--- src/hw/rtbp_regs.vh ---
`ifndef RTBP_REGS_VH
`define RTBP_REGS_VH

// Register offsets
`define RTBP_MODE_ADDR     8'h88
`define RTBP_COUNT_ADDR    8'h89
`define RTBP_RELOAD_ADDR   8'h8a
`define RTBP_IRQ_ADDR      8'h8b

// Mode register fields
`define RTBP_PWM_EN_BIT    0
`define RTBP_TOGGLE_BIT    1
`define RTBP_ALOAD_BIT     2
`define RTBP_CKS_BIT       3
`define RTBP_RATE_LSB      4
`define RTBP_RATE_MSB      6
`define RTBP_RUN_BIT       7

// Interrupt register fields
`define RTBP_IRQ_FLAG_BIT  0
`define RTBP_IRQ_EN_BIT    1

// Reset values
`define RTBP_MODE_RST      8'h00
`define RTBP_COUNT_RST     8'h00
`define RTBP_RELOAD_RST    8'h00

// Overflow boundary masks (modulus minus one)
`define RTBP_MASK_256      8'hff
`define RTBP_MASK_64       8'h3f
`define RTBP_MASK_32       8'h1f
`define RTBP_MASK_16       8'h0f

`endif

--- src/hw/rtbp_edge_sync.v ---
`timescale 1ns/10ps

module rtbp_edge_sync
(
    input  wire core_clk,   // System clock
    input  wire rst_n,      // Synchronous reset, active low
    input  wire ce,         // Clock enable
    input  wire pin_i,      // Asynchronous pin
    output wire fall        // One-cycle pulse on a falling edge
);

    reg meta_q;
    reg sync_q;
    reg last_q;

    // The first stage feeds only the second one
    always @(posedge core_clk)
    begin
        if (!rst_n)
        begin
            meta_q <= 1'b1;
            sync_q <= 1'b1;
            last_q <= 1'b1;
        end
        else if (ce)
        begin
            meta_q <= pin_i;
            sync_q <= meta_q;
            last_q <= sync_q;
        end
    end

    assign fall = ce & last_q & ~sync_q;

endmodule // rtbp_edge_sync

--- src/hw/rtbp_prescaler.v ---
`timescale 1ns/10ps
`include "rtbp_regs.vh"

module rtbp_prescaler
(
    input  wire       core_clk,   // System clock
    input  wire       rst_n,      // Synchronous reset, active low
    input  wire       ce,         // Clock enable
    input  wire       run,        // Count while high
    input  wire [2:0] rate_sel,   // Divider code
    output wire       tick        // One-cycle step pulse
);

    reg  [7:0] div_q;
    reg  [7:0] mask;

    // Code 0 divides by 256, each step halves the divisor
    always @*
    begin
        mask = 8'hff >> rate_sel;
    end

    always @(posedge core_clk)
    begin
        if (!rst_n)
            div_q <= 8'h00;
        else if (ce)
        begin
            if (run)
                div_q <= div_q + 8'h01;
            else
                div_q <= 8'h00;
        end
    end

    assign tick = ce & run & ((div_q & mask) == mask);

endmodule // rtbp_prescaler

--- src/hw/rtbp_timer.v ---
// How it works
// - With auto-reload and PWM off, overflow copies the reload value into the count.
// - Reload writes go to a holding buffer, made active at next overflow.
// - PWM on: reload transfer every overflow; select bits set the boundary.
// - Reload register is 8-bit, write-only, cleared at reset.
// - PWM modulus 256/64/32/16 from select bits on internal clock; otherwise 256.
// - Toggle output inverts on every overflow.
// - Toggle enabled drives the shared pin and disables its GPIO.
// - PWM high while count below reload, low otherwise.
// - Counter wrap to zero in PWM mode starts the output high.
// - Duty is reload over modulus; zero reload holds output low.
// - Duty written mid-period takes effect from the next period.
// - PWM enabled drives the shared pin and disables its GPIO.
// - Overflow request keeps working in PWM, once per period.
// - Clearing run stops counting, toggle and PWM outputs.
// - Prescaler code sits in mode bits 4 to 6, internal clock only.
// - Codes 000..111 divide the clock by 256 down to 2.
// - External source counts event pin falling edges, no prescaler.
`timescale 1ns/10ps
`include "rtbp_regs.vh"

module rtbp_timer
(
    input  wire       core_clk,      // System clock, 100 MHz
    input  wire       rst_n,         // Synchronous reset, active low
    input  wire       ce,            // Clock enable, freezes all state
    input  wire [7:0] reg_addr,      // Register address
    input  wire [7:0] reg_wdata,     // Write data
    input  wire       reg_wr,        // Write strobe
    input  wire       reg_rd,        // Read strobe
    output reg  [7:0] reg_rdata,     // Read data, cycle after strobe
    input  wire       event_pin,     // External event input pin
    output wire       wave_out_pin,  // Timer waveform to shared pin
    output wire       gpio_disable,  // High while timer owns the pin
    output wire       overflow_irq   // Gated overflow request
);

    reg  [7:0] mode_q;
    reg  [7:0] count_q;
    reg  [7:0] count_d;
    reg  [7:0] hold_q;
    reg  [7:0] active_q;
    reg  [7:0] active_d;
    reg        toggle_q;
    reg        pwm_q;
    reg        pwm_d;
    reg        flag_q;
    reg        ien_q;
    reg  [7:0] mask;

    wire       pwm_en;
    wire       toggle_sel;
    wire       aload_sel;
    wire       ext_sel;
    wire       run;
    wire [2:0] rate_sel;
    wire       presc_tick;
    wire       ext_fall;
    wire       step;
    wire       ovf;
    wire       wr_mode;
    wire       wr_count;
    wire       wr_reload;
    wire       wr_irq;

    assign pwm_en     = mode_q[`RTBP_PWM_EN_BIT];
    assign toggle_sel = mode_q[`RTBP_TOGGLE_BIT];
    assign aload_sel  = mode_q[`RTBP_ALOAD_BIT];
    assign ext_sel    = mode_q[`RTBP_CKS_BIT];
    assign run        = mode_q[`RTBP_RUN_BIT];
    assign rate_sel   = mode_q[`RTBP_RATE_MSB:`RTBP_RATE_LSB];

    assign wr_mode    = reg_wr & (reg_addr == `RTBP_MODE_ADDR);
    assign wr_count   = reg_wr & (reg_addr == `RTBP_COUNT_ADDR);
    assign wr_reload  = reg_wr & (reg_addr == `RTBP_RELOAD_ADDR);
    assign wr_irq     = reg_wr & (reg_addr == `RTBP_IRQ_ADDR);

    // Prescaler only runs on the internal source
    rtbp_prescaler u_presc
    (
        .core_clk (core_clk),
        .rst_n    (rst_n),
        .ce       (ce),
        .run      (run & ~ext_sel),
        .rate_sel (rate_sel),
        .tick     (presc_tick)
    );

    rtbp_edge_sync u_event
    (
        .core_clk (core_clk),
        .rst_n    (rst_n),
        .ce       (ce),
        .pin_i    (event_pin),
        .fall     (ext_fall)
    );

    // Event edges are dropped while the timer is stopped
    assign step = run & (ext_sel ? ext_fall : presc_tick);

    // Reduced modulus applies only to PWM on the internal source
    always @*
    begin
        mask = `RTBP_MASK_256;
        if (pwm_en && !ext_sel)
        begin
            case ({aload_sel, toggle_sel})
                2'b00:   mask = `RTBP_MASK_256;
                2'b01:   mask = `RTBP_MASK_64;
                2'b10:   mask = `RTBP_MASK_32;
                2'b11:   mask = `RTBP_MASK_16;
                default: mask = `RTBP_MASK_256;
            endcase
        end
    end

    assign ovf = step & ((count_q & mask) == mask);

    // Next count and active reload value
    always @*
    begin
        count_d  = count_q;
        active_d = active_q;
        if (ovf)
        begin
            active_d = hold_q;
            if (pwm_en)
                count_d = 8'h00;
            else if (aload_sel)
                count_d = hold_q;
            else
                count_d = 8'h00;
        end
        else if (step)
        begin
            count_d = count_q + 8'h01;
        end
        // A software count write wins over a step in the same cycle
        if (wr_count)
            count_d = reg_wdata;
    end

    // Registered compare keeps the pin glitch free
    always @*
    begin
        pwm_d = 1'b0;
        if (run && pwm_en)
            pwm_d = (count_d & mask) < (active_d & mask);
    end

    always @(posedge core_clk)
    begin
        if (!rst_n)
        begin
            mode_q   <= `RTBP_MODE_RST;
            count_q  <= `RTBP_COUNT_RST;
            hold_q   <= `RTBP_RELOAD_RST;
            active_q <= `RTBP_RELOAD_RST;
            toggle_q <= 1'b0;
            pwm_q    <= 1'b0;
            flag_q   <= 1'b0;
            ien_q    <= 1'b0;
        end
        else if (ce)
        begin
            if (wr_mode)
                mode_q <= reg_wdata;
            count_q  <= count_d;
            active_q <= active_d;
            if (wr_reload)
                hold_q <= reg_wdata;
            if (ovf)
                toggle_q <= ~toggle_q;
            pwm_q <= pwm_d;
            // Set wins over a clear in the same cycle
            if (wr_irq)
            begin
                flag_q <= ovf | (flag_q & reg_wdata[`RTBP_IRQ_FLAG_BIT]);
                ien_q  <= reg_wdata[`RTBP_IRQ_EN_BIT];
            end
            else if (ovf)
                flag_q <= 1'b1;
        end
    end

    // Reload register reads as zero; it is write-only
    always @(posedge core_clk)
    begin
        if (!rst_n)
            reg_rdata <= 8'h00;
        else if (ce)
        begin
            reg_rdata <= 8'h00;
            if (reg_rd)
            begin
                case (reg_addr)
                    `RTBP_MODE_ADDR:   reg_rdata <= mode_q;
                    `RTBP_COUNT_ADDR:  reg_rdata <= count_q;
                    `RTBP_RELOAD_ADDR: reg_rdata <= 8'h00;
                    `RTBP_IRQ_ADDR:    reg_rdata <= {6'b00_0000, ien_q,
                                                     flag_q};
                    default:           reg_rdata <= 8'h00;
                endcase
            end
        end
    end

    // Stopped timer holds the toggle level and drives PWM low
    assign gpio_disable = pwm_en | toggle_sel;
    assign wave_out_pin = pwm_en ? pwm_q : toggle_q;
    assign overflow_irq = flag_q & ien_q;

endmodule // rtbp_timer

--- config.mk ---
export PLATFORM = sky130hd
export DESIGN_NAME = rtbp_timer
export DESIGN_NICKNAME = d
export VERILOG_FILES = /design/src/hw/rtbp_edge_sync.v /design/src/hw/rtbp_prescaler.v /design/src/hw/rtbp_timer.v
export VERILOG_INCLUDE_DIRS = /design/src /design/src/hw
export SDC_FILE = /design/constraint.sdc
export NUM_CORES = 1
export LEC_CHECK = 0
export ABC_AREA = 0
export ABC_CLOCK_PERIOD_IN_PS = 7200
export BUFFER_PORTS_ARGS = -buffer_cell sky130_fd_sc_hd__buf_4
export CAP_MARGIN = 20
export CORE_ASPECT_RATIO = 1.4
export CORE_MARGIN = 8
export CORE_UTILIZATION = 40
export DETAILED_ROUTE_END_ITERATION = 8
export GPL_ROUTABILITY_DRIVEN = 1
export PLACE_DENSITY = 0.61
export SETUP_SLACK_MARGIN = 0.1
export SLEW_MARGIN = 20
export SYNTH_ARGS = -nofsm -noshare
export SYNTH_HDL_FRONTEND = slang
export SYNTH_SLANG_ARGS = --single-unit
--- constraint.sdc ---
create_clock -name core_clk -period 7.2 [get_ports core_clk]
set_clock_uncertainty 0.05 [all_clocks]
set_input_delay 0.72 -clock core_clk [delete_from_list [all_inputs] [get_ports core_clk]]
set_output_delay 0.72 -clock core_clk [all_outputs]
set_load 0.02 [all_outputs]
After elaboration in Yosys (flattened, before gate mapping):

Cells that the tools add are included.

* add/sub/neg operators: 2
* order comparisons: 1
* equal/unequal tests: 9
* shifts and indexed selects: 1
* mux-type cells: 16
* bitwise logic cells: 22
* reduce and logical (&&, ||, !) cells: 10

Operators by type and width (count)
* 8-bit 2-to-1 mux: 9
* 8-bit bitwise AND: 4
* 8-bit == test (second input constant): 4
* 8-bit one-hot mux with 4 select lines: 1
* 8-bit one-hot mux with 3 select lines: 1
* 8-bit by 1-bit adder with 8-bit output (second input constant): 2
* 8-bit == test: 2
* 1-bit bitwise AND: 13
* 2-bit AND reduction: 5
* 8-bit less-than comparator: 1
* 8-bit by 3-bit >> shifter with 8-bit output (first input constant): 1
* 1-bit 2-to-1 mux: 5
* 2-bit == test (second input constant): 2
* 1-bit inverter: 3
* 2-bit by 1-bit == test with 1-bit output (second input constant): 1
* 1-bit logical AND: 2
* 2-bit zero test: 1
* 1-bit OR: 2
* 2-bit nonzero test: 1
* 1-bit zero test: 1

* register bits: 55
* bits of input ports: 22
* output and inout port bits: 11
* logic and storage cells: 74

Logic depth before layout (Yosys ltp):

* word-level depth: 12
* mapped depth: 16
* depth with buffers taken out: 13

Cells and area by module:

Synthesis repeated with hierarchy kept, for this count alone.

* cell total of the unflattened synthesis: 380
* area total of the unflattened synthesis: 3200.6 µm²

By module, submodules not included
* rtbp_timer: instances 1, cells each 314, area an instance 2633.8 µm², seq. area each 880.8 µm²
* rtbp_prescaler: instances 1, cells each 56, area an instance 455.4 µm², seq. area each 160.2 µm²
* rtbp_edge_sync: instances 1, cells each 10, area an instance 111.4 µm², seq. area each 60.1 µm²

Worst setup path before layout:

OpenSTA, ideal clock, no wires.

* kind: input port to flip-flop
* start point: in reg_addr[2]
* end point: reg pwm_q
* setup time: 0.070 ns
* data arrival time: 3.192 ns
* required time: 7.080 ns
* setup slack: 3.888 ns
* stages: 10
* path buffers: 0
* cell sequence: or4b_1 > nor3b_2 > nand4b_1 > o211ai_1 > a21boi_0 > nand2_1 > ha_1 > a211o_1 > a211o_1 > a21oi_1

* cells in the longest elaborated chain, start to end: 6

RTL lines
* start, declared: line rtbp_timer.v:27 `input wire [7:0] reg_addr,`
* 8-bit == test
* 1-bit bitwise AND: line rtbp_timer.v:74 `` assign wr_count = reg_wr & (reg_addr == `RTBP_COUNT_ADDR); ``
* 8-bit 2-to-1 mux: line rtbp_timer.v:139 `if (wr_count)`
* named net count_d[3]: line rtbp_timer.v:40 `reg [7:0] count_d;`
* 8-bit bitwise AND: line rtbp_timer.v:148 `pwm_d = (count_d & mask) < (active_d & mask);`
* 8-bit less-than comparator: line rtbp_timer.v:148
* 1-bit 2-to-1 mux: line rtbp_timer.v:147 `if (run && pwm_en)`
* end signal, assigned: line rtbp_timer.v:174 `pwm_q <= pwm_d;`
* end, declared: line rtbp_timer.v:45 `reg pwm_q;`

The timed path passes the listed nets, and every way through them passes these cells.
A chain may end at the register's enable or synchronous reset.

Worst setup path after layout:

* start point: reg mode_q[0]
* end point: reg pwm_q

* cells in the longest elaborated chain, start to end: 10
* elaborated cells on any way between the ends: 14
* those cells by class: order compare (1); eq/ne (1); mux (6); bitwise (4); reduce/logical (2)

RTL lines
* start, declared: line rtbp_timer.v:38 `reg [7:0] mode_q;`
* start signal, assigned: line rtbp_timer.v:155 `` mode_q <= `RTBP_MODE_RST; ``
* start signal, assigned: line rtbp_timer.v:167 `mode_q <= reg_wdata;`
* 1-bit logical AND: line rtbp_timer.v:105 `if (pwm_en && !ext_sel)`
* 8-bit 2-to-1 mux: line rtbp_timer.v:105
* 8-bit bitwise AND: line rtbp_timer.v:117 `assign ovf = step & ((count_q & mask) == mask);`
* 8-bit == test: line rtbp_timer.v:117
* 1-bit bitwise AND: line rtbp_timer.v:117
* 8-bit 2-to-1 mux: line rtbp_timer.v:124 `if (ovf)`
* 8-bit 2-to-1 mux: line rtbp_timer.v:139
* 8-bit bitwise AND: line rtbp_timer.v:148
* 8-bit less-than comparator: line rtbp_timer.v:148
* 1-bit 2-to-1 mux *: line rtbp_timer.v:147

Every way passes the cells marked *; elsewhere a longest branch is shown, timed or not.

==> impl_metrics.csv <==
group,metric,value,unit
status,status,"completed",
global_routing,grt_pass1_wl,13000,um
sta,max_clock_freq,240,MHz
sta,slew-limit-headroom,48.4,%
clock_tree,numCtsBuffers,5,
global_routing,grt_max_degree,56,
critical_path,critPathLaunch,"mode_q[0]",
clock_tree,cts_resized,0,
power_and_ir_drop,ir_drop,0.113,mV
layout,syn_to_final_growth,11.6,%
logic_synthesis,synth-edff-count,0,
clock_tree,clk_pin_slew,100,ps
floorplan,initial_core_util,40.8,%
sta,period_needed,4160,ps
critical_path,cp.required,7410,ps
sta,finalCritPeriodShare,57.8,%
place,placed_cells,473,
critical_path,cp.arrival,4360,ps
floorplan,dieWidth,90.6,um
clock_tree,htreeDepth,2,
logic_synthesis,synth-seq-cells,55,
floorplan,coreArea,7650,um2
sta,rsz0062_at_grt,"false",
sta,setup_violations,0,
global_routing,grt_use_total,14.7,%
layout,fillCellCount,797,
clock_tree,clock_sinks,55,
critical_path,worstReg2RegEnd,"pwm_q",
routing,wire_per_inst,16.4,um
routing,vias_per_cell,5.48,
global_routing,grt.overflow.total,0,
critical_path,cpMaxStageDelayCell,"nor3_2",
power_and_ir_drop,total_power,0.000524,W
critical_path,cp_top_family,"simple AND/OR/NAND/NOR gates",
logic_synthesis,syn_inst,361,
critical_path,path_buf_inv,0,
routing,drc,0,
clock_tree,clockRootBuffer,"clkbuf_8",
critical_path,slowest_delay,670,ps
sta,timing.final.ws_setup,3040,ps
sta,hold_viol_final,0,
routing,antenna_left,0,
routing,routed_wl,7890,um
sta,slew_viol_final,0,
critical_path,r2r_cells,13,
worst_hold_path,hold_end,"u_event.last_q",
clock_tree,clock_latency,310,ps
sta,finalHoldWorstSlack,441,ps
worst_hold_path,min_path_cells,2,
routing,dr.pass1.iters,4,
clock_tree,hold_buffers,0,
worst_hold_path,min_path_type,"flip-flop to flip-flop",
layout,instances_no_fill,481,
job,maxCapViolCount,0,
logic_synthesis,synth_area,3120,um2
layout,fin_nets,411,
routing,drt-initial-drc-count,93,
critical_path,crit_path_frequent_cell,"a21oi_1",
clock_tree,post_cts_buffers,0,
routing,vias,2636,
place,dp_slack,2770,ps
place,routabilityCongestion,0.900,
critical_path,worstSetupStartpointType,"flip-flop",
layout,drive_gt1_share,13.4,%
sta,tns,0,ps
power_and_ir_drop,power_density,151,nW/um2
floorplan,core.rowCount,38,
global_routing,antenna_found_initial,0,
global_routing,grt_pass1_vias,2605,
worst_hold_path,holdCritStartpoint,"u_event.last_q",
place,dpl.hpwl,5930,um
critical_path,cp_cell_sequence,"and4b_1 > o22ai_1 > nor3_2 > nand3_1 > a21oi_1 > a2bb2oi_1 > nor2_1 > ha_1 > a21o_1 > a21o_1 > a21oi_1 > o21ai_0 > a21oi_1",
layout,diodes,0,
logic_synthesis,syn_nets,392,
floorplan,die_y,121,um
critical_path,critPathMaxFanout,12,
power_and_ir_drop,power_leakage,1.36,nW
logic_synthesis,async_flop_share,0,%
floorplan,die_area,10900,um2
critical_path,r2r_setup_slack,3040,ps
clock_tree,tritoncts,"built",
clock_tree,cts.path.max_buffers,2,
logic_synthesis,synth_area_per_cell,8.64,um2
floorplan,pin_count,33,
critical_path,crit_type,"flip-flop to flip-flop",
logic_synthesis,synth_cell_types,54,
logic_synthesis,yosys_most_used_dff,"dfxtp_1",
logic_synthesis,yosys_warnings,0,
critical_path,cp-end-kind,"flip-flop",
place,port-buffer-count,32,
critical_path,r2r_start,"mode_q[0]",
logic_synthesis,seq_area_frac_synth,35.3,%
sta,tightestPinTransition,769,ps
logic make-up after synthesis:
group,share of synthesized area (%)
buffers and inverters,3.93
AOI/OAI and AO/OA,17.8
muxes,11.6
DFF,35.3
adders and majority gates,3.93
xor gates and xnor gates,0.281
and+or+nand+nor,27.1
worst reg2reg max path, cell delays in order, from the launching register on:
cell       delay (ps)
dfxtp_1           560
and4b_1           340
o22ai_1           160
nor3_2            670
nand3_1           670
a21oi_1           320
a2bb2oi_1         230
nor2_1             70
ha_1              320
a21o_1            180
a21o_1            170
a21oi_1           150
o21ai_0           100
a21oi_1           140
power breakdown:
group	leakage [nW]	internal, W	switching [W]
Clock	0.0422	0.0000686	0.000100
Combinational	0.875	0.0000218	0.0000234
Sequential	0.444	0.000307	0.00000390
Total	1.36	0.000397	0.000127
cell type report:
type                    instances  area [um2]  share of cell area, %
clock buffers                   7        76.3                   2.19
clock inverters                 1        5.00                  0.144
inverters                      10        37.5                   1.08
multi-input cells             276        1900                   54.5
flip-flops and latches         55        1100                   31.6
well taps                     100         125                   3.59
repair buffers                 32         240                   6.90
layout by cell type (no fill, tap or decap), types with 6 or more instances in the layout:
master and n:
dfxtp_1 55, mux2i_1 34, buf_4 32, nand2_1 28, nand3_1 25, nor2b_1 24, o21ai_0 15, nor2_1 14
a21boi_0 13, a21oi_1 12, and2_1 11, inv_1 10, ha_1 9, o22ai_1 7, a31oi_1 6
flip-flops by register name (all words and copies together) (netlist names):
name,count
active_q,8
count_q,8
flag_q,1
hold_q,8
ien_q,1
mode_q,8
pwm_q,1
reg_rdata,8
toggle_q,1
u_event.last_q,1
u_event.meta_q,1
u_event.sync_q,1
u_presc.div_q,8
worst max path at each step:
stage                 end  slack [ps]  cells after the start
floorplan           pwm_q        3890                     10
global placement    pwm_q        2900                     14
detailed placement  pwm_q        2770                     14
CTS                 pwm_q        3040                     13
global route        pwm_q        2700                     13
finish              pwm_q        3040                     13
per-layer routing:
metal	GRT usage [%]	vias to the layer above	wire length [um]
li1	-	1334	-
met1	16.6	1256	3420
met2	26.6	33	4130
met3	2.36	13	160
met4	5.85	0	177
met5	0	-	0
synth_stat cells (all sizes together) (2+ instances only):
cell	instances	share of area, %
or2	5	1.0
nand3	25	4.0
buf	8	1.3
clkbuf	12	1.4
a31oi	6	1.2
nand4	3	0.60
nor3	5	1.3
or3	3	0.60
and3	5	1.0
dfxtp	55	35
nor2	15	1.9
nand2	28	3.4
o21ai	15	2.4
mux2	2	0.72
o22ai	7	1.4
a41oi	2	0.56
and4	2	0.56
a21oi	12	1.9
mux2i	34	11
a21boi	14	3.4
a211o	2	0.56
a211oi	4	1.4
ha	9	3.6
nor3b	4	1.1
nor2b	24	4.8
nand3b	2	0.48
a2bb2oi	2	0.56
and2	11	2.2
o211ai	5	1.2
a21o	4	0.96
nand2b	5	1.0
inv	10	1.2
o211a	2	0.64
and4b	2	0.64
nand4b	3	0.84
and3b	4	1.1
metrics by stage:
step	util [%]	area, um2
floorplan	-	3120
global placement	44.4	3400
detailed placement	44.4	3400
CTS	45.5	3480
global route	45.5	3480
finish	45.5	3480
(Power assumes the default switching activity.)
